## src/rtl/scitb_defines.svh

```systemverilog
`ifndef SCITB_DEFINES_SVH
`define SCITB_DEFINES_SVH

// ----------------------------------------------------------------------
// Timing
// ----------------------------------------------------------------------
`define SCITB_CLK_HZ 20000000
`define SCITB_MS_TIME_US 1000
`define SCITB_MS_CYCLES ((`SCITB_CLK_HZ / 1000000) * `SCITB_MS_TIME_US)
`define SCITB_BAUD 115200
`define SCITB_BAUD_CYCLES (`SCITB_CLK_HZ / `SCITB_BAUD)
`define SCITB_SCK_HALF 5

// ----------------------------------------------------------------------
// Targets and lines
// ----------------------------------------------------------------------
`define SCITB_SLOT_MAX 3
`define SCITB_LINES_PER_SLOT 8

// ----------------------------------------------------------------------
// Characters and command names (last four letters, lower case)
// ----------------------------------------------------------------------
`define SCITB_CH_OPEN 8'h28
`define SCITB_CH_CLOSE 8'h29
`define SCITB_CH_COMMA 8'h2c
`define SCITB_CH_X 8'h78
`define SCITB_CH_CR 8'h0d
`define SCITB_CH_LF 8'h0a
`define SCITB_CH_ERR 8'h3f
`define SCITB_NAME_HELP 32'h68656c70
`define SCITB_NAME_DELAY 32'h656c6179
`define SCITB_NAME_IOR 32'h00696f72
`define SCITB_NAME_IOW 32'h00696f77
`define SCITB_NAME_IOP 32'h00696f70
`define SCITB_NAME_IOWT 32'h696f7774
`define SCITB_NAME_SPI 32'h00737069
`define SCITB_NAME_SPIS 32'h73706973
`define SCITB_NAME_SPIR 32'h73706972

`endif

```

## src/rtl/scitb_pkg.sv

```systemverilog
package scitb_pkg;

    typedef enum logic [2:0] {
        ST_NAME = 3'h0,
        ST_ARGS = 3'h1,
        ST_EXEC = 3'h2,
        ST_WAIT_MS = 3'h3,
        ST_SPI = 3'h4,
        ST_IOWAIT = 3'h5,
        ST_REPLY = 3'h6
    } scitb_state_t;

    typedef enum logic [3:0] {
        CMD_NONE = 4'h0,
        CMD_HELP = 4'h1,
        CMD_DELAY = 4'h2,
        CMD_IOR = 4'h3,
        CMD_IOW = 4'h4,
        CMD_IOP = 4'h5,
        CMD_IOWT = 4'h6,
        CMD_SPI = 4'h7,
        CMD_SPIS = 4'h8,
        CMD_SPIR = 4'h9
    } scitb_cmd_t;

    typedef struct packed {
        logic start;
        logic [1:0] slot;
        logic wide;
        logic [31:0] word;
    } scitb_spi_req_t;

    typedef struct packed {
        logic sclk;
        logic mosi;
        logic [3:0] cs_n;
    } scitb_spi_pins_t;

    typedef struct packed {
        logic miso_m;
        logic miso_s;
        logic busy;
        logic wide;
        logic [7:0] div;
        logic [5:0] bits;
        logic [31:0] sh;
        logic [31:0] rx;
        logic [31:0] rx_out;
        logic done;
        scitb_spi_pins_t pins;
    } scitb_spi_st_t;

    typedef struct packed {
        logic rx_m;
        logic rx_s;
        logic [7:0] rx_cnt;
        logic [3:0] rx_bit;
        logic [7:0] rx_sh;
        logic rx_busy;
        logic [7:0] tx_cnt;
        logic [3:0] tx_bit;
        logic [8:0] tx_sh;
        logic tx_busy;
        logic txd;
        logic [31:0] io_m;
        logic [31:0] io_s;
        logic [31:0] io_out;
        logic [31:0] io_oe;
        logic [23:0] ms_div;
        scitb_state_t state;
        scitb_cmd_t cmd;
        logic [31:0] name;
        logic [2:0] argc;
        logic [4:0][31:0] arg;
        logic [31:0] cur;
        logic dig;
        logic [31:0] ms_left;
        logic [31:0] ret;
        logic rep_err;
        logic [3:0] rep_idx;
        logic step;
        logic spi_wait;
        logic wd_run;
        logic wd_due;
        logic [15:0] wd_ms;
        logic [31:0] last_rx;
    } scitb_st_t;

endpackage

```

## src/rtl/scitb_spi.sv

```systemverilog
`timescale 1ns/1ps
`include "scitb_defines.svh"

module scitb_spi
(
    input wire logic ref_clk_i,
    input wire logic reset_i,
    input scitb_pkg::scitb_spi_req_t req_i,
    input wire logic miso_i,
    output scitb_pkg::scitb_spi_pins_t pins_o,
    output logic busy_o,
    output logic done_o,
    output logic [31:0] rx_o
);

    scitb_pkg::scitb_spi_st_t s;
    scitb_pkg::scitb_spi_st_t n;
    logic half;

    // ------------------------------------------------------------------
    // Mode 0 shifter: sample on the rising edge, shift on the falling.
    // ------------------------------------------------------------------
    always_comb
    begin
        n = s;
        n.done = 1'b0;
        n.miso_m = miso_i;
        n.miso_s = s.miso_m;
        half = (s.div == 8'(`SCITB_SCK_HALF - 1));
        if (!s.busy)
        begin
            if (req_i.start)
            begin
                n.busy = 1'b1;
                n.wide = req_i.wide;
                n.div = 8'h00;
                n.bits = req_i.wide ? 6'h20 : 6'h10;
                n.sh = req_i.wide ? req_i.word : {req_i.word[15:0], 16'h0000};
                n.rx = 32'h00000000;
                n.pins.cs_n = ~(4'h1 << req_i.slot);
                n.pins.mosi = req_i.wide ? req_i.word[31] : req_i.word[15];
            end
        end
        else
        begin
            n.div = half ? 8'h00 : s.div + 8'h01;
            if (half && !s.pins.sclk)
            begin
                n.pins.sclk = 1'b1;
                n.rx = {s.rx[30:0], s.miso_s};
            end
            else if (half)
            begin
                n.pins.sclk = 1'b0;
                n.bits = s.bits - 6'h01;
                n.sh = {s.sh[30:0], 1'b0};
                n.pins.mosi = s.sh[30];
                if (s.bits == 6'h01)
                begin
                    n.busy = 1'b0;
                    n.done = 1'b1;
                    n.rx_out = s.rx;
                    n.pins.cs_n = 4'hf;
                    n.pins.mosi = 1'b0;
                end
            end
        end
    end

    // State register; chip selects idle high.
    always_ff @(posedge ref_clk_i)
    begin
        if (reset_i)
        begin
            s <= '0;
            s.pins.cs_n <= 4'hf;
        end
        else
        begin
            s <= n;
        end
    end

    assign pins_o = s.pins;
    assign busy_o = s.busy;
    assign done_o = s.done;
    assign rx_o = s.rx_out;

endmodule

```

## src/rtl/scitb_top.sv

```systemverilog
`timescale 1ns/1ps
`include "scitb_defines.svh"

// Behaviour
// - Take text commands over UART, execute them.
// - Slot 0 connection board, 1 to 3 boards.
// - Help replies zero.
// - Delay waits milliseconds, 1 upward, returns count.
// - I/O read returns present line level.
// - I/O write drives level, returns level.
// - Pulse holds level, then inverts, returns line.
// - I/O wait blocks until level, returns level.
// - Single SPI sends word, returns previous response.
// - Watchdog frames may slip between host transfers.
// - Sequence sends two words with delay between.
// - SPI read back to back, no watchdog.
module scitb_top
#(
    parameter int MS_CYCLES = `SCITB_MS_CYCLES,
    parameter int BAUD_CYCLES = `SCITB_BAUD_CYCLES
)
(
    input wire logic ref_clk_i,
    input wire logic reset_i,
    input wire logic uart_rxd_i,
    output logic uart_txd_o,
    input wire logic [31:0] io_in_i,
    output logic [31:0] io_out_o,
    output logic [31:0] io_oe_o,
    input wire logic [3:0] spi_wide_i,
    input wire logic spi_miso_i,
    output scitb_pkg::scitb_spi_pins_t spi_pins_o,
    input wire logic wd_enable_i,
    input wire logic [15:0] wd_period_i,
    input wire logic [31:0] wd_word_i,
    output logic cmd_busy_o
);

    scitb_pkg::scitb_st_t s;
    scitb_pkg::scitb_st_t n;
    scitb_pkg::scitb_spi_req_t req;
    logic spi_busy;
    logic spi_done;
    logic [31:0] spi_rx;
    logic ms_tick;
    logic byte_v;
    logic [7:0] rb;
    logic [4:0] hx;
    logic [4:0] line;
    logic lvl;
    logic slot_ok;
    logic line_ok;
    logic host_go;
    logic wd_go;
    logic no_wd;

    // ------------------------------------------------------------------
    // Helpers
    // ------------------------------------------------------------------

    // Returns {valid, nibble} for one hex character.
    function automatic logic [4:0] hex_val(input logic [7:0] c);
        logic [4:0] r;
        r = 5'h00;
        if (c >= 8'h30 && c <= 8'h39)
            r = {1'b1, 4'(c - 8'h30)};
        else if (c >= 8'h61 && c <= 8'h66)
            r = {1'b1, 4'(c - 8'h57)};
        else if (c >= 8'h41 && c <= 8'h46)
            r = {1'b1, 4'(c - 8'h37)};
        return r;
    endfunction

    // Turns one nibble into a lower-case hex character.
    function automatic logic [7:0] hex_chr(input logic [3:0] v);
        return (v < 4'ha) ? 8'h30 + {4'h0, v} : 8'h57 + {4'h0, v};
    endfunction

    // Maps the last four name letters onto a command code.
    function automatic scitb_pkg::scitb_cmd_t cmd_of(input logic [31:0] nm);
        scitb_pkg::scitb_cmd_t c;
        c = scitb_pkg::CMD_NONE;
        unique case (nm)
            `SCITB_NAME_HELP: c = scitb_pkg::CMD_HELP;
            `SCITB_NAME_DELAY: c = scitb_pkg::CMD_DELAY;
            `SCITB_NAME_IOR: c = scitb_pkg::CMD_IOR;
            `SCITB_NAME_IOW: c = scitb_pkg::CMD_IOW;
            `SCITB_NAME_IOP: c = scitb_pkg::CMD_IOP;
            `SCITB_NAME_IOWT: c = scitb_pkg::CMD_IOWT;
            `SCITB_NAME_SPI: c = scitb_pkg::CMD_SPI;
            `SCITB_NAME_SPIS: c = scitb_pkg::CMD_SPIS;
            `SCITB_NAME_SPIR: c = scitb_pkg::CMD_SPIR;
            default: c = scitb_pkg::CMD_NONE;
        endcase
        return c;
    endfunction

    // ------------------------------------------------------------------
    // Next state
    // ------------------------------------------------------------------
    always_comb
    begin
        n = s;
        byte_v = 1'b0;
        rb = s.rx_sh;
        host_go = 1'b0;
        wd_go = 1'b0;
        // Two-stage synchronisers for the pins.
        n.rx_m = uart_rxd_i;
        n.rx_s = s.rx_m;
        n.io_m = io_in_i;
        n.io_s = s.io_m;
        // Millisecond enable from the clock divider.
        ms_tick = (s.ms_div == 24'(MS_CYCLES - 1));
        n.ms_div = ms_tick ? 24'h000000 : s.ms_div + 24'h000001;
        line = {s.arg[0][1:0], s.arg[1][2:0]};
        lvl = s.io_oe[line] ? s.io_out[line] : s.io_s[line];
        slot_ok = (s.arg[0] <= 32'(`SCITB_SLOT_MAX));
        line_ok = (s.arg[1] < 32'(`SCITB_LINES_PER_SLOT));
        hx = hex_val(s.rx_sh);

        // UART receiver, sampled at mid-bit.
        if (!s.rx_busy)
        begin
            if (!s.rx_s)
            begin
                n.rx_busy = 1'b1;
                n.rx_bit = 4'h0;
                n.rx_cnt = 8'(BAUD_CYCLES / 2);
            end
        end
        else if (s.rx_cnt != 8'h00)
            n.rx_cnt = s.rx_cnt - 8'h01;
        else
        begin
            n.rx_cnt = 8'(BAUD_CYCLES - 1);
            n.rx_bit = s.rx_bit + 4'h1;
            if (s.rx_bit == 4'h0)
                n.rx_busy = ~s.rx_s;
            else if (s.rx_bit < 4'h9)
                n.rx_sh = {s.rx_s, s.rx_sh[7:1]};
            else
            begin
                n.rx_busy = 1'b0;
                byte_v = s.rx_s;
            end
        end

        // UART transmitter: start, eight data bits, stop.
        if (s.tx_busy)
        begin
            if (s.tx_cnt != 8'h00)
                n.tx_cnt = s.tx_cnt - 8'h01;
            else if (s.tx_bit == 4'h9)
                n.tx_busy = 1'b0;
            else
            begin
                n.tx_cnt = 8'(BAUD_CYCLES - 1);
                n.txd = s.tx_sh[0];
                n.tx_sh = {1'b1, s.tx_sh[8:1]};
                n.tx_bit = s.tx_bit + 4'h1;
            end
        end

        // Command parser and executor.
        unique case (s.state)
            scitb_pkg::ST_NAME:
            begin
                if (byte_v && rb == `SCITB_CH_OPEN)
                begin
                    n.cmd = cmd_of(s.name);
                    n.state = scitb_pkg::ST_ARGS;
                    n.argc = 3'h0;
                    n.cur = 32'h00000000;
                    n.dig = 1'b0;
                end
                else if (byte_v && rb >= 8'h61 && rb <= 8'h7a)
                    n.name = {s.name[23:0], rb};
                else if (byte_v)
                    n.name = 32'h00000000;
            end
            scitb_pkg::ST_ARGS:
            begin
                if (byte_v && hx[4])
                begin
                    n.cur = {s.cur[27:0], hx[3:0]};
                    n.dig = 1'b1;
                end
                else if (byte_v && rb == `SCITB_CH_X)
                    n.cur = 32'h00000000;
                else if (byte_v && (rb == `SCITB_CH_COMMA ||
                         rb == `SCITB_CH_CLOSE))
                begin
                    if (s.dig && s.argc < 3'h5)
                    begin
                        n.arg[s.argc] = s.cur;
                        n.argc = s.argc + 3'h1;
                    end
                    n.cur = 32'h00000000;
                    n.dig = 1'b0;
                    if (rb == `SCITB_CH_CLOSE)
                        n.state = scitb_pkg::ST_EXEC;
                end
            end
            scitb_pkg::ST_EXEC:
            begin
                n.state = scitb_pkg::ST_REPLY;
                n.rep_idx = 4'h0;
                n.rep_err = 1'b1;
                n.step = 1'b0;
                unique case (s.cmd)
                    scitb_pkg::CMD_HELP:
                    begin
                        n.ret = 32'h00000000;
                        n.rep_err = 1'b0;
                    end
                    scitb_pkg::CMD_DELAY:
                        if (s.argc == 3'h1 && s.arg[0] != 32'h00000000)
                        begin
                            n.ret = s.arg[0];
                            n.ms_left = s.arg[0];
                            n.rep_err = 1'b0;
                            n.state = scitb_pkg::ST_WAIT_MS;
                        end
                    scitb_pkg::CMD_IOR:
                        if (s.argc == 3'h2 && slot_ok && line_ok)
                        begin
                            n.ret = {31'h00000000, lvl};
                            n.rep_err = 1'b0;
                        end
                    scitb_pkg::CMD_IOW:
                        if (s.argc == 3'h3 && slot_ok && line_ok &&
                            s.arg[2] <= 32'h00000001)
                        begin
                            n.io_out[line] = s.arg[2][0];
                            n.io_oe[line] = 1'b1;
                            n.ret = s.arg[2];
                            n.rep_err = 1'b0;
                        end
                    scitb_pkg::CMD_IOP:
                        if (s.argc == 3'h4 && slot_ok && line_ok &&
                            s.arg[2] <= 32'h00000001 &&
                            s.arg[3] != 32'h00000000)
                        begin
                            n.io_out[line] = s.arg[2][0];
                            n.io_oe[line] = 1'b1;
                            n.ms_left = s.arg[3];
                            n.ret = s.arg[1];
                            n.rep_err = 1'b0;
                            n.state = scitb_pkg::ST_WAIT_MS;
                        end
                    scitb_pkg::CMD_IOWT:
                        if (s.argc == 3'h3 && slot_ok && line_ok &&
                            s.arg[2] <= 32'h00000001)
                        begin
                            n.ret = s.arg[2];
                            n.rep_err = 1'b0;
                            n.state = scitb_pkg::ST_IOWAIT;
                        end
                    scitb_pkg::CMD_SPI, scitb_pkg::CMD_SPIS,
                    scitb_pkg::CMD_SPIR:
                        if (slot_ok && s.arg[1] == 32'h00000000 &&
                            ((s.cmd == scitb_pkg::CMD_SPI && s.argc == 3'h3) ||
                             (s.cmd == scitb_pkg::CMD_SPIR && s.argc == 3'h4) ||
                             (s.cmd == scitb_pkg::CMD_SPIS && s.argc == 3'h5 &&
                              s.arg[4] != 32'h00000000)))
                        begin
                            n.rep_err = 1'b0;
                            n.state = scitb_pkg::ST_SPI;
                        end
                    default:
                        n.rep_err = 1'b1;
                endcase
            end
            scitb_pkg::ST_WAIT_MS:
            begin
                if (ms_tick && s.ms_left == 32'h00000001)
                begin
                    n.state = scitb_pkg::ST_REPLY;
                    if (s.cmd == scitb_pkg::CMD_IOP)
                        n.io_out[line] = ~s.arg[2][0];
                    else if (s.cmd == scitb_pkg::CMD_SPIS)
                        n.state = scitb_pkg::ST_SPI;
                end
                else if (ms_tick)
                    n.ms_left = s.ms_left - 32'h00000001;
            end
            scitb_pkg::ST_SPI:
            begin
                if (!s.spi_wait && !spi_busy && !s.wd_run)
                begin
                    host_go = 1'b1;
                    n.spi_wait = 1'b1;
                    if (s.cmd != scitb_pkg::CMD_SPIR)
                        n.ret = s.last_rx;
                end
                else if (s.spi_wait && spi_done && !s.wd_run)
                begin
                    n.spi_wait = 1'b0;
                    n.step = 1'b1;
                    if (s.cmd == scitb_pkg::CMD_SPI || s.step)
                        n.state = scitb_pkg::ST_REPLY;
                    else if (s.cmd == scitb_pkg::CMD_SPIS)
                    begin
                        n.ms_left = s.arg[4];
                        n.state = scitb_pkg::ST_WAIT_MS;
                    end
                    if (s.cmd == scitb_pkg::CMD_SPIR && s.step)
                        n.ret = spi_rx;
                end
            end
            scitb_pkg::ST_IOWAIT:
                if (lvl == s.arg[2][0])
                    n.state = scitb_pkg::ST_REPLY;
            scitb_pkg::ST_REPLY:
            begin
                // Busy is held until the last stop bit has gone out.
                if (!s.tx_busy && ((s.rep_err && s.rep_idx == 4'h3) ||
                    s.rep_idx == 4'ha))
                begin
                    n.state = scitb_pkg::ST_NAME;
                    n.name = 32'h00000000;
                end
                else if (!s.tx_busy)
                begin
                    n.tx_busy = 1'b1;
                    n.tx_bit = 4'h0;
                    n.tx_cnt = 8'(BAUD_CYCLES - 1);
                    n.txd = 1'b0;
                    n.rep_idx = s.rep_idx + 4'h1;
                    if (s.rep_err)
                        n.tx_sh = {1'b1, (s.rep_idx == 4'h0) ? `SCITB_CH_ERR :
                                   (s.rep_idx == 4'h1) ? `SCITB_CH_CR :
                                   `SCITB_CH_LF};
                    else
                        n.tx_sh = {1'b1, (s.rep_idx < 4'h8) ?
                                   hex_chr(4'(s.ret >> (5'h1c -
                                   {s.rep_idx[2:0], 2'b00}))) :
                                   (s.rep_idx == 4'h8) ? `SCITB_CH_CR :
                                   `SCITB_CH_LF};
                end
            end
            default:
                n.state = scitb_pkg::ST_NAME;
        endcase

        // Watchdog: due after the period, sent only between host frames.
        no_wd = (s.state == scitb_pkg::ST_SPI &&
                 s.cmd == scitb_pkg::CMD_SPIR);
        if (!wd_enable_i)
        begin
            n.wd_due = 1'b0;
            n.wd_ms = 16'h0000;
        end
        else if (ms_tick && !s.wd_due)
        begin
            n.wd_ms = s.wd_ms + 16'h0001;
            if (s.wd_ms + 16'h0001 >= wd_period_i)
            begin
                n.wd_due = 1'b1;
                n.wd_ms = 16'h0000;
            end
        end
        if (s.wd_due && wd_enable_i && !spi_busy && !s.wd_run &&
            !host_go && !no_wd)
        begin
            wd_go = 1'b1;
            n.wd_run = 1'b1;
            n.wd_due = 1'b0;
        end
        else if (s.wd_run && spi_done)
            n.wd_run = 1'b0;
        if (spi_done)
            n.last_rx = spi_rx;
    end

    // ------------------------------------------------------------------
    // Registers and SPI engine
    // ------------------------------------------------------------------

    // State register; the UART line idles high.
    always_ff @(posedge ref_clk_i)
    begin
        if (reset_i)
        begin
            s <= '0;
            s.txd <= 1'b1;
            s.rx_m <= 1'b1;
            s.rx_s <= 1'b1;
        end
        else
        begin
            s <= n;
        end
    end

    // Words go out unchanged; any check bits are the host's.
    always_comb
    begin
        req.start = host_go | wd_go;
        req.slot = s.arg[0][1:0];
        req.wide = spi_wide_i[s.arg[0][1:0]];
        req.word = wd_go ? wd_word_i : (s.step ? s.arg[3] : s.arg[2]);
    end

    scitb_spi u_spi
    (
        .ref_clk_i(ref_clk_i),
        .reset_i(reset_i),
        .req_i(req),
        .miso_i(spi_miso_i),
        .pins_o(spi_pins_o),
        .busy_o(spi_busy),
        .done_o(spi_done),
        .rx_o(spi_rx)
    );

    assign uart_txd_o = s.txd;
    assign io_out_o = s.io_out;
    assign io_oe_o = s.io_oe;
    assign cmd_busy_o = (s.state != scitb_pkg::ST_NAME &&
                         s.state != scitb_pkg::ST_ARGS);

endmodule

```

## config.mk

```make
export PLATFORM = sky130hd
export DESIGN_NAME = scitb_top
export DESIGN_NICKNAME = d
export VERILOG_FILES = /design/src/rtl/scitb_pkg.sv /design/src/rtl/scitb_spi.sv /design/src/rtl/scitb_top.sv
export VERILOG_INCLUDE_DIRS = /design/src /design/src/rtl
export SDC_FILE = /design/constraint.sdc
export NUM_CORES = 2
export LEC_CHECK = 0
export BUFFER_PORTS_ARGS = -buffer_cell sky130_fd_sc_hd__buf_2
export CORE_ASPECT_RATIO = 1.1
export CORE_MARGIN = 2
export CORE_UTILIZATION = 30
export CTS_CLUSTER_DIAMETER = 80
export DETAILED_ROUTE_END_ITERATION = 12
export PLACE_DENSITY = 0.52
export SLEW_MARGIN = 20
export SYNTH_ARGS = -nofsm -noshare
export SYNTH_HDL_FRONTEND = slang
export SYNTH_SLANG_ARGS = --single-unit
```

## constraint.sdc

```tcl
create_clock -name ref_clk_i -period 4.7 [get_ports ref_clk_i]
set_clock_uncertainty 0.05 [all_clocks]
set_input_delay 0.94 -clock ref_clk_i [delete_from_list [all_inputs] [get_ports ref_clk_i]]
set_output_delay 0.94 -clock ref_clk_i [all_outputs]
set_load 0.02 [all_outputs]
```

Word-level counts from Yosys, hierarchy flattened
Index checks and enable logic that the tools add are counted.
{"block": "totals", "regBits": 674, "latch_bits": 0, "mem_bits_rw": 0, "rom_bits": 0, "input_bits": 89, "output_inout_bits": 72, "elab_cells": 444, "mem_count": 0}
{"block": "op_classes", "add_sub_neg": 17, "multipliers": 0, "div": 0, "order_cmp": 20, "n_eq_ne": 88, "shifts": 2, "n_mux": 145, "bitwise_logic": 13, "reduce_logical": 109}
{"operator": "32-bit two-way mux", "n": 20}
{"operator": "163-bit two-way mux", "n": 3}
{"operator": "32-bit case mux with 2 select lines", "n": 4}
{"operator": "196-bit two-way mux", "n": 1}
{"operator": "64-bit two-way mux", "n": 3}
{"operator": "160-bit bitwise mux", "n": 1}
{"operator": "32-bit by 31-bit == test with 1-bit output, second input constant", "n": 5}
{"operator": "32-bit case mux with 5 select lines", "n": 1}
{"operator": "33-bit two-way mux", "n": 4}
{"operator": "65-bit two-way mux", "n": 2}
{"operator": "32-bit by 23-bit == test with 1-bit output, second input constant", "n": 4}
{"operator": "64-bit case mux with 2 select lines", "n": 1}
{"operator": "32-bit demux with 3-bit select", "n": 1}
{"operator": "32-bit case mux with 3 select lines", "n": 1}
{"operator": "32-bit nonzero test", "n": 3}
{"operator": "23-bit two-way mux", "n": 4}
{"operator": "80-bit two-way mux", "n": 1}
{"operator": "78-bit two-way mux", "n": 1}
{"operator": "38-bit two-way mux", "n": 2}
{"operator": "33-bit case mux with 2 select lines", "n": 1}
{"operator": "32-bit bitwise mux", "n": 2}
{"operator": "8-bit two-way mux", "n": 8}
{"operator": "2-bit != test, second input constant", "n": 27}
{"operator": "3-bit two-way mux", "n": 16}
{"operator": "94 further kinds", "n": 278}

Logic depth before layout (Yosys ltp)
{"block": "logic_depth", "word_depth": 13, "depth_mapped": 15, "ltp_nobuf": 14}

Modules after synthesis
From an unflattened synthesis, not the netlist that was laid out.
{"block": "unflattened", "cells_unflattened": 3770, "hier_area_um2": 32379.8}
{"mod": "scitb_top", "instances": 1, "cells_per_inst": 3149, "area_each_um2": 26802.0, "seq_area_each_um2": 11090.6}
{"mod": "scitb_spi", "instances": 1, "cells_per_inst": 621, "area_each_um2": 5577.8, "seq_area_each_um2": 2382.3}

Least setup slack after synthesis
OpenSTA, ideal clock, no wires.
{"block": "synth_timing", "path_kind": "reg-to-reg", "start": "register s[32] (netlist name)", "end": "register s[37] (netlist name)", "setup_ns": 0.122, "arrival_time_ns": 3.236, "t_required_ns": 4.528, "setup_slack_ns": 1.292, "stages_incl_launch_ff": 13, "n_path_buf": 1, "synth_period_minus_slack_ns": 3.408, "path_cell_list": "dfxtp_1 -> ha_1 -> nand3_1 -> or2_2 -> or3_1 -> xnor2_1 -> ha_1 -> nand4_1 -> or2_2 -> o211ai_1 -> clkbuf_1 -> nor3_1 -> a221o_1"}
{"block": "synth_between", "elab_chain_len": 3}
{"element": "start, declared", "line_no": "scitb_top.sv:39", "source": "scitb_pkg::scitb_st_t s;"}
{"element": "start signal, assigned", "line_no": "scitb_top.sv:393", "source": "s <= n;"}
{"element": "16-bit by 1-bit adder with 16-bit output (*)", "line_no": "scitb_top.sv:357, scitb_top.sv:358"}
{"element": "16-bit >= comparator", "line_no": "scitb_top.sv:358", "source": "if (s.wd_ms + 16'h0001 >= wd_period_i)"}
{"element": "16-bit two-way mux (*)", "line_no": "scitb_top.sv:358"}
Mark *: on every way between the ends. The rest lies on a longest branch, timed or not.
A chain may end at the register's enable or synchronous reset.

Worst setup path in the final report
{"block": "layout_timing", "start": "register s[32] (netlist name)", "end": "register s[40] (netlist name)"}
The elaborated chain is that of the path after synthesis.

==> impl_results.md <==
* Status: finished, final reports clean
* Endpoints failing setup at 0
* Crit. End Element: flop
* I/O Buffers at 160
* Ys flop type: dfxtp_1
* CP required at 5.22 ns
* Largest stage delay, worst path at 0.53 ns
* CP delay by family, top: simple AND/OR/NAND/NOR gates
* PwrDens at 347 nW/µm²
* Most common cell after layout, fill and taps aside: dfxtp_1
* Commonest cells after routing, fill and taps aside: dfxtp_1 (669), nand2_1 (657), a21oi_1 (432)
* Hpwl dp at 63500 µm
* Total global routing overflow at 0
* GR Util met2 at 27.7%
* Mapped Cells at 3853
* Vias at 27000
* Routed Antenna Nets at 0
* Internal reg-to-reg setup slack at 1.03 ns
* Post-layout power at 12.3 mW
* Final Cycle Share at 78.1%
* CP max-delay cell: nor2_1
* Max Cap Viol at 0
* Netlist cell types at 89
* Post-Syn Area at 31500 µm²
* # resized after CTS at 0
* Core area at 104000 µm²
* Drt via density at 5.14
* Max-slew headroom at 33.1%
* Area after DPL at 32900 µm²
* Die Y at 344 µm
* Htree depth at 3
* Final Hold Fails at 0
* Number of synthesized flops with an enable pin at 0
* Synth area leader: dfxtp_1
* Critical path class: reg2reg
* Vias in the first global route at 25400
* Largest net degree at the start of global routing at 186
* Initial DRC Count at 2247
* Synth top area share at 42.8%
* Critical path data arrival time at 4.19 ns
* All-Layer GR Usage at 16.8%
* Worst hold slack at 0.356 ns
* Worst VDD drop at 0.242 mV
* # DRC at 0
* Sequential area share after synthesis at 42.8%
* Die area at 108000 µm²
* Routed len/inst at 17.8 µm
* Setup ws final at 1.03 ns
* Clock Root Buffer: clkbuf_16
* RSZ-0062 raised after global routing: false
* Seq cells post-synth at 673
* Buf/Inv on CP at 0
* Leakage dissipation at 12.0 nW
* Mapped Nets at 3987
* Yosys warning total at 0
* Top post-synthesis cells by area: dfxtp_1 (43%), nand2_1 (7.8%), a21oi_1 (6.9%)
* Pins Over Slew Limit at 0
* GRT Max-Usage Layer: met2
* Cell Rows at 124
* CTS tree: done
* Post-synthesis area per instance at 8.18 µm²
* I/O pin count at 161
* Clock slew at reported path FFs at 0.06 ns
* Crit path time final at 3.67 ns
* Critical-path cell list: ha_1 > nand3_1 > or3_1 > nor2_1 > nand3_1 > xnor2_1 > ha_1 > a21o_1 > a21oi_1 > nor2b_1 > or4_1 > nor2_1 > a221o_1
* Least-Margin Pin Slew at 1.00 ns
* Max Fanout on Critical Path at 9
* Post-CTS setup buffer count at 0
* Number of CTS-inserted buffers at 81
* Worst hold path class: reg2reg
* Fin nets at 3939
* Initial DRT Pass Iterations at 7
* Met3 GRT Util at 2.04%
* Aggregate routed wire length at 93500 µm
* Fill cells at 10900
* Crit start category: flop
* Finished Cell Area at 35600 µm²
* Met1 track demand over resource at 22.5%
* # diodes at 0
* First-pass GRT wire length at 146000 µm
* Placement Setup Slack at 1.03 ns
* Antenna violations before repair at 0
* Final setup TNS at 0 ns
* Hold_buf cts at 0
* GP Congestion at 0.885
* Max Clk Rate at 273 MHz
* Die width at 313 µm
* Asr flop ratio synth at 0%
* Worst-skew pair later-pin latency at 0.64 ns
* Clk sinks at 673
* Share of cells above drive strength 1 at 12.4%
* Max Root-Sink Buffers at 3
* Area grow syn2layout at 13.1%
* Starting Density at 30.3%
[flip-flops by register name, summed over array words and instances (netlist names), 5 cells and up]
signal        flops
io_oe_o          32
io_out_o         32
line              5
n                33
rb                8
s               443
u_spi.pins_o      6
u_spi.rx_o       32
u_spi.s          78
[kinds of logic (layout without fill, tap and decap cells)]
| group | count (synthesis) | after routing | share of synthesized area (%) |
|---|---|---|---|
| AOI/OAI and AO/OA | 876 | 876 | 17.4 |
| xor gates and xnor gates | 55 | 55 | 1.53 |
| adders and majority gates | 45 | 45 | 1.79 |
| buffers and inverters | 404 | 421 | 6.03 |
| DFF | 673 | 673 | 42.8 |
| muxes | 179 | 179 | 6.06 |
| and+or+nand+nor | 1621 | 1621 | 24.5 |
[cell usage after synthesis (all sizes together), types with 26 or more instances]
| cell | instances |
|---|---|
| nor2b | 75 |
| nor2 | 387 |
| or3 | 26 |
| a211oi | 40 |
| nand4 | 32 |
| a22oi | 66 |
| nor4 | 65 |
| dfxtp | 673 |
| xor2 | 27 |
| nand2b | 64 |
| xnor2 | 28 |
| buf | 108 |
| ha | 45 |
| nor3 | 102 |
| a21oi | 432 |
| mux2i | 167 |
| o21ai | 88 |
| nand3 | 87 |
| nand2 | 658 |
| inv | 56 |
| o211ai | 48 |
| clkbuf | 239 |
[final cells by class]
type	count	area [µm²]	share of cell area [%]
Clock inverter	35	385	1.08
Multi-Input combinational cell	2776	16200	45.5
Tap cell	1386	1730	4.87
Clock buffer	113	2340	6.56
Timing Repair Buffer	217	1280	3.58
Sequential cell	673	13500	37.8
Inverter	56	210	0.590
[metrics by stage]
step,utilization [%],instances
3_5_place_dp,31.6,5108
2_1_floorplan,-,3853
5_1_grt,34.2,5256
4_1_cts,34.2,5256
6_report,34.2,5256
3_3_place_gp,31.6,5108
[per-layer routing]
layer,vias up,wire (µm),part of all wire [%]
met5,-,0,0
met4,0,2860,3.1
met3,157,4000,4.3
met2,611,43900,47
met1,12900,42700,46
li1,13300,-,-
[worst paths after layout]
check,start,endpoint,cells past startpoint
min,n[552]$_SDFF_PP1_,s[552]$_SDFF_PP1_,1
min reg2reg,n[552]$_SDFF_PP1_,s[552]$_SDFF_PP1_,1
max,s[32]$_SDFFE_PP0P_,s[40]$_SDFFE_PP0P_,13
max reg2reg,s[32]$_SDFFE_PP0P_,s[40]$_SDFFE_PP0P_,13
[report_power, final]
group / internal (mW) / switching [mW]
combinational: 0.0806 / 0.158
clock: 3.77 / 2.58
sequential: 5.74 / 0.0141
Note: power is estimated with default switching activity, not from simulation.
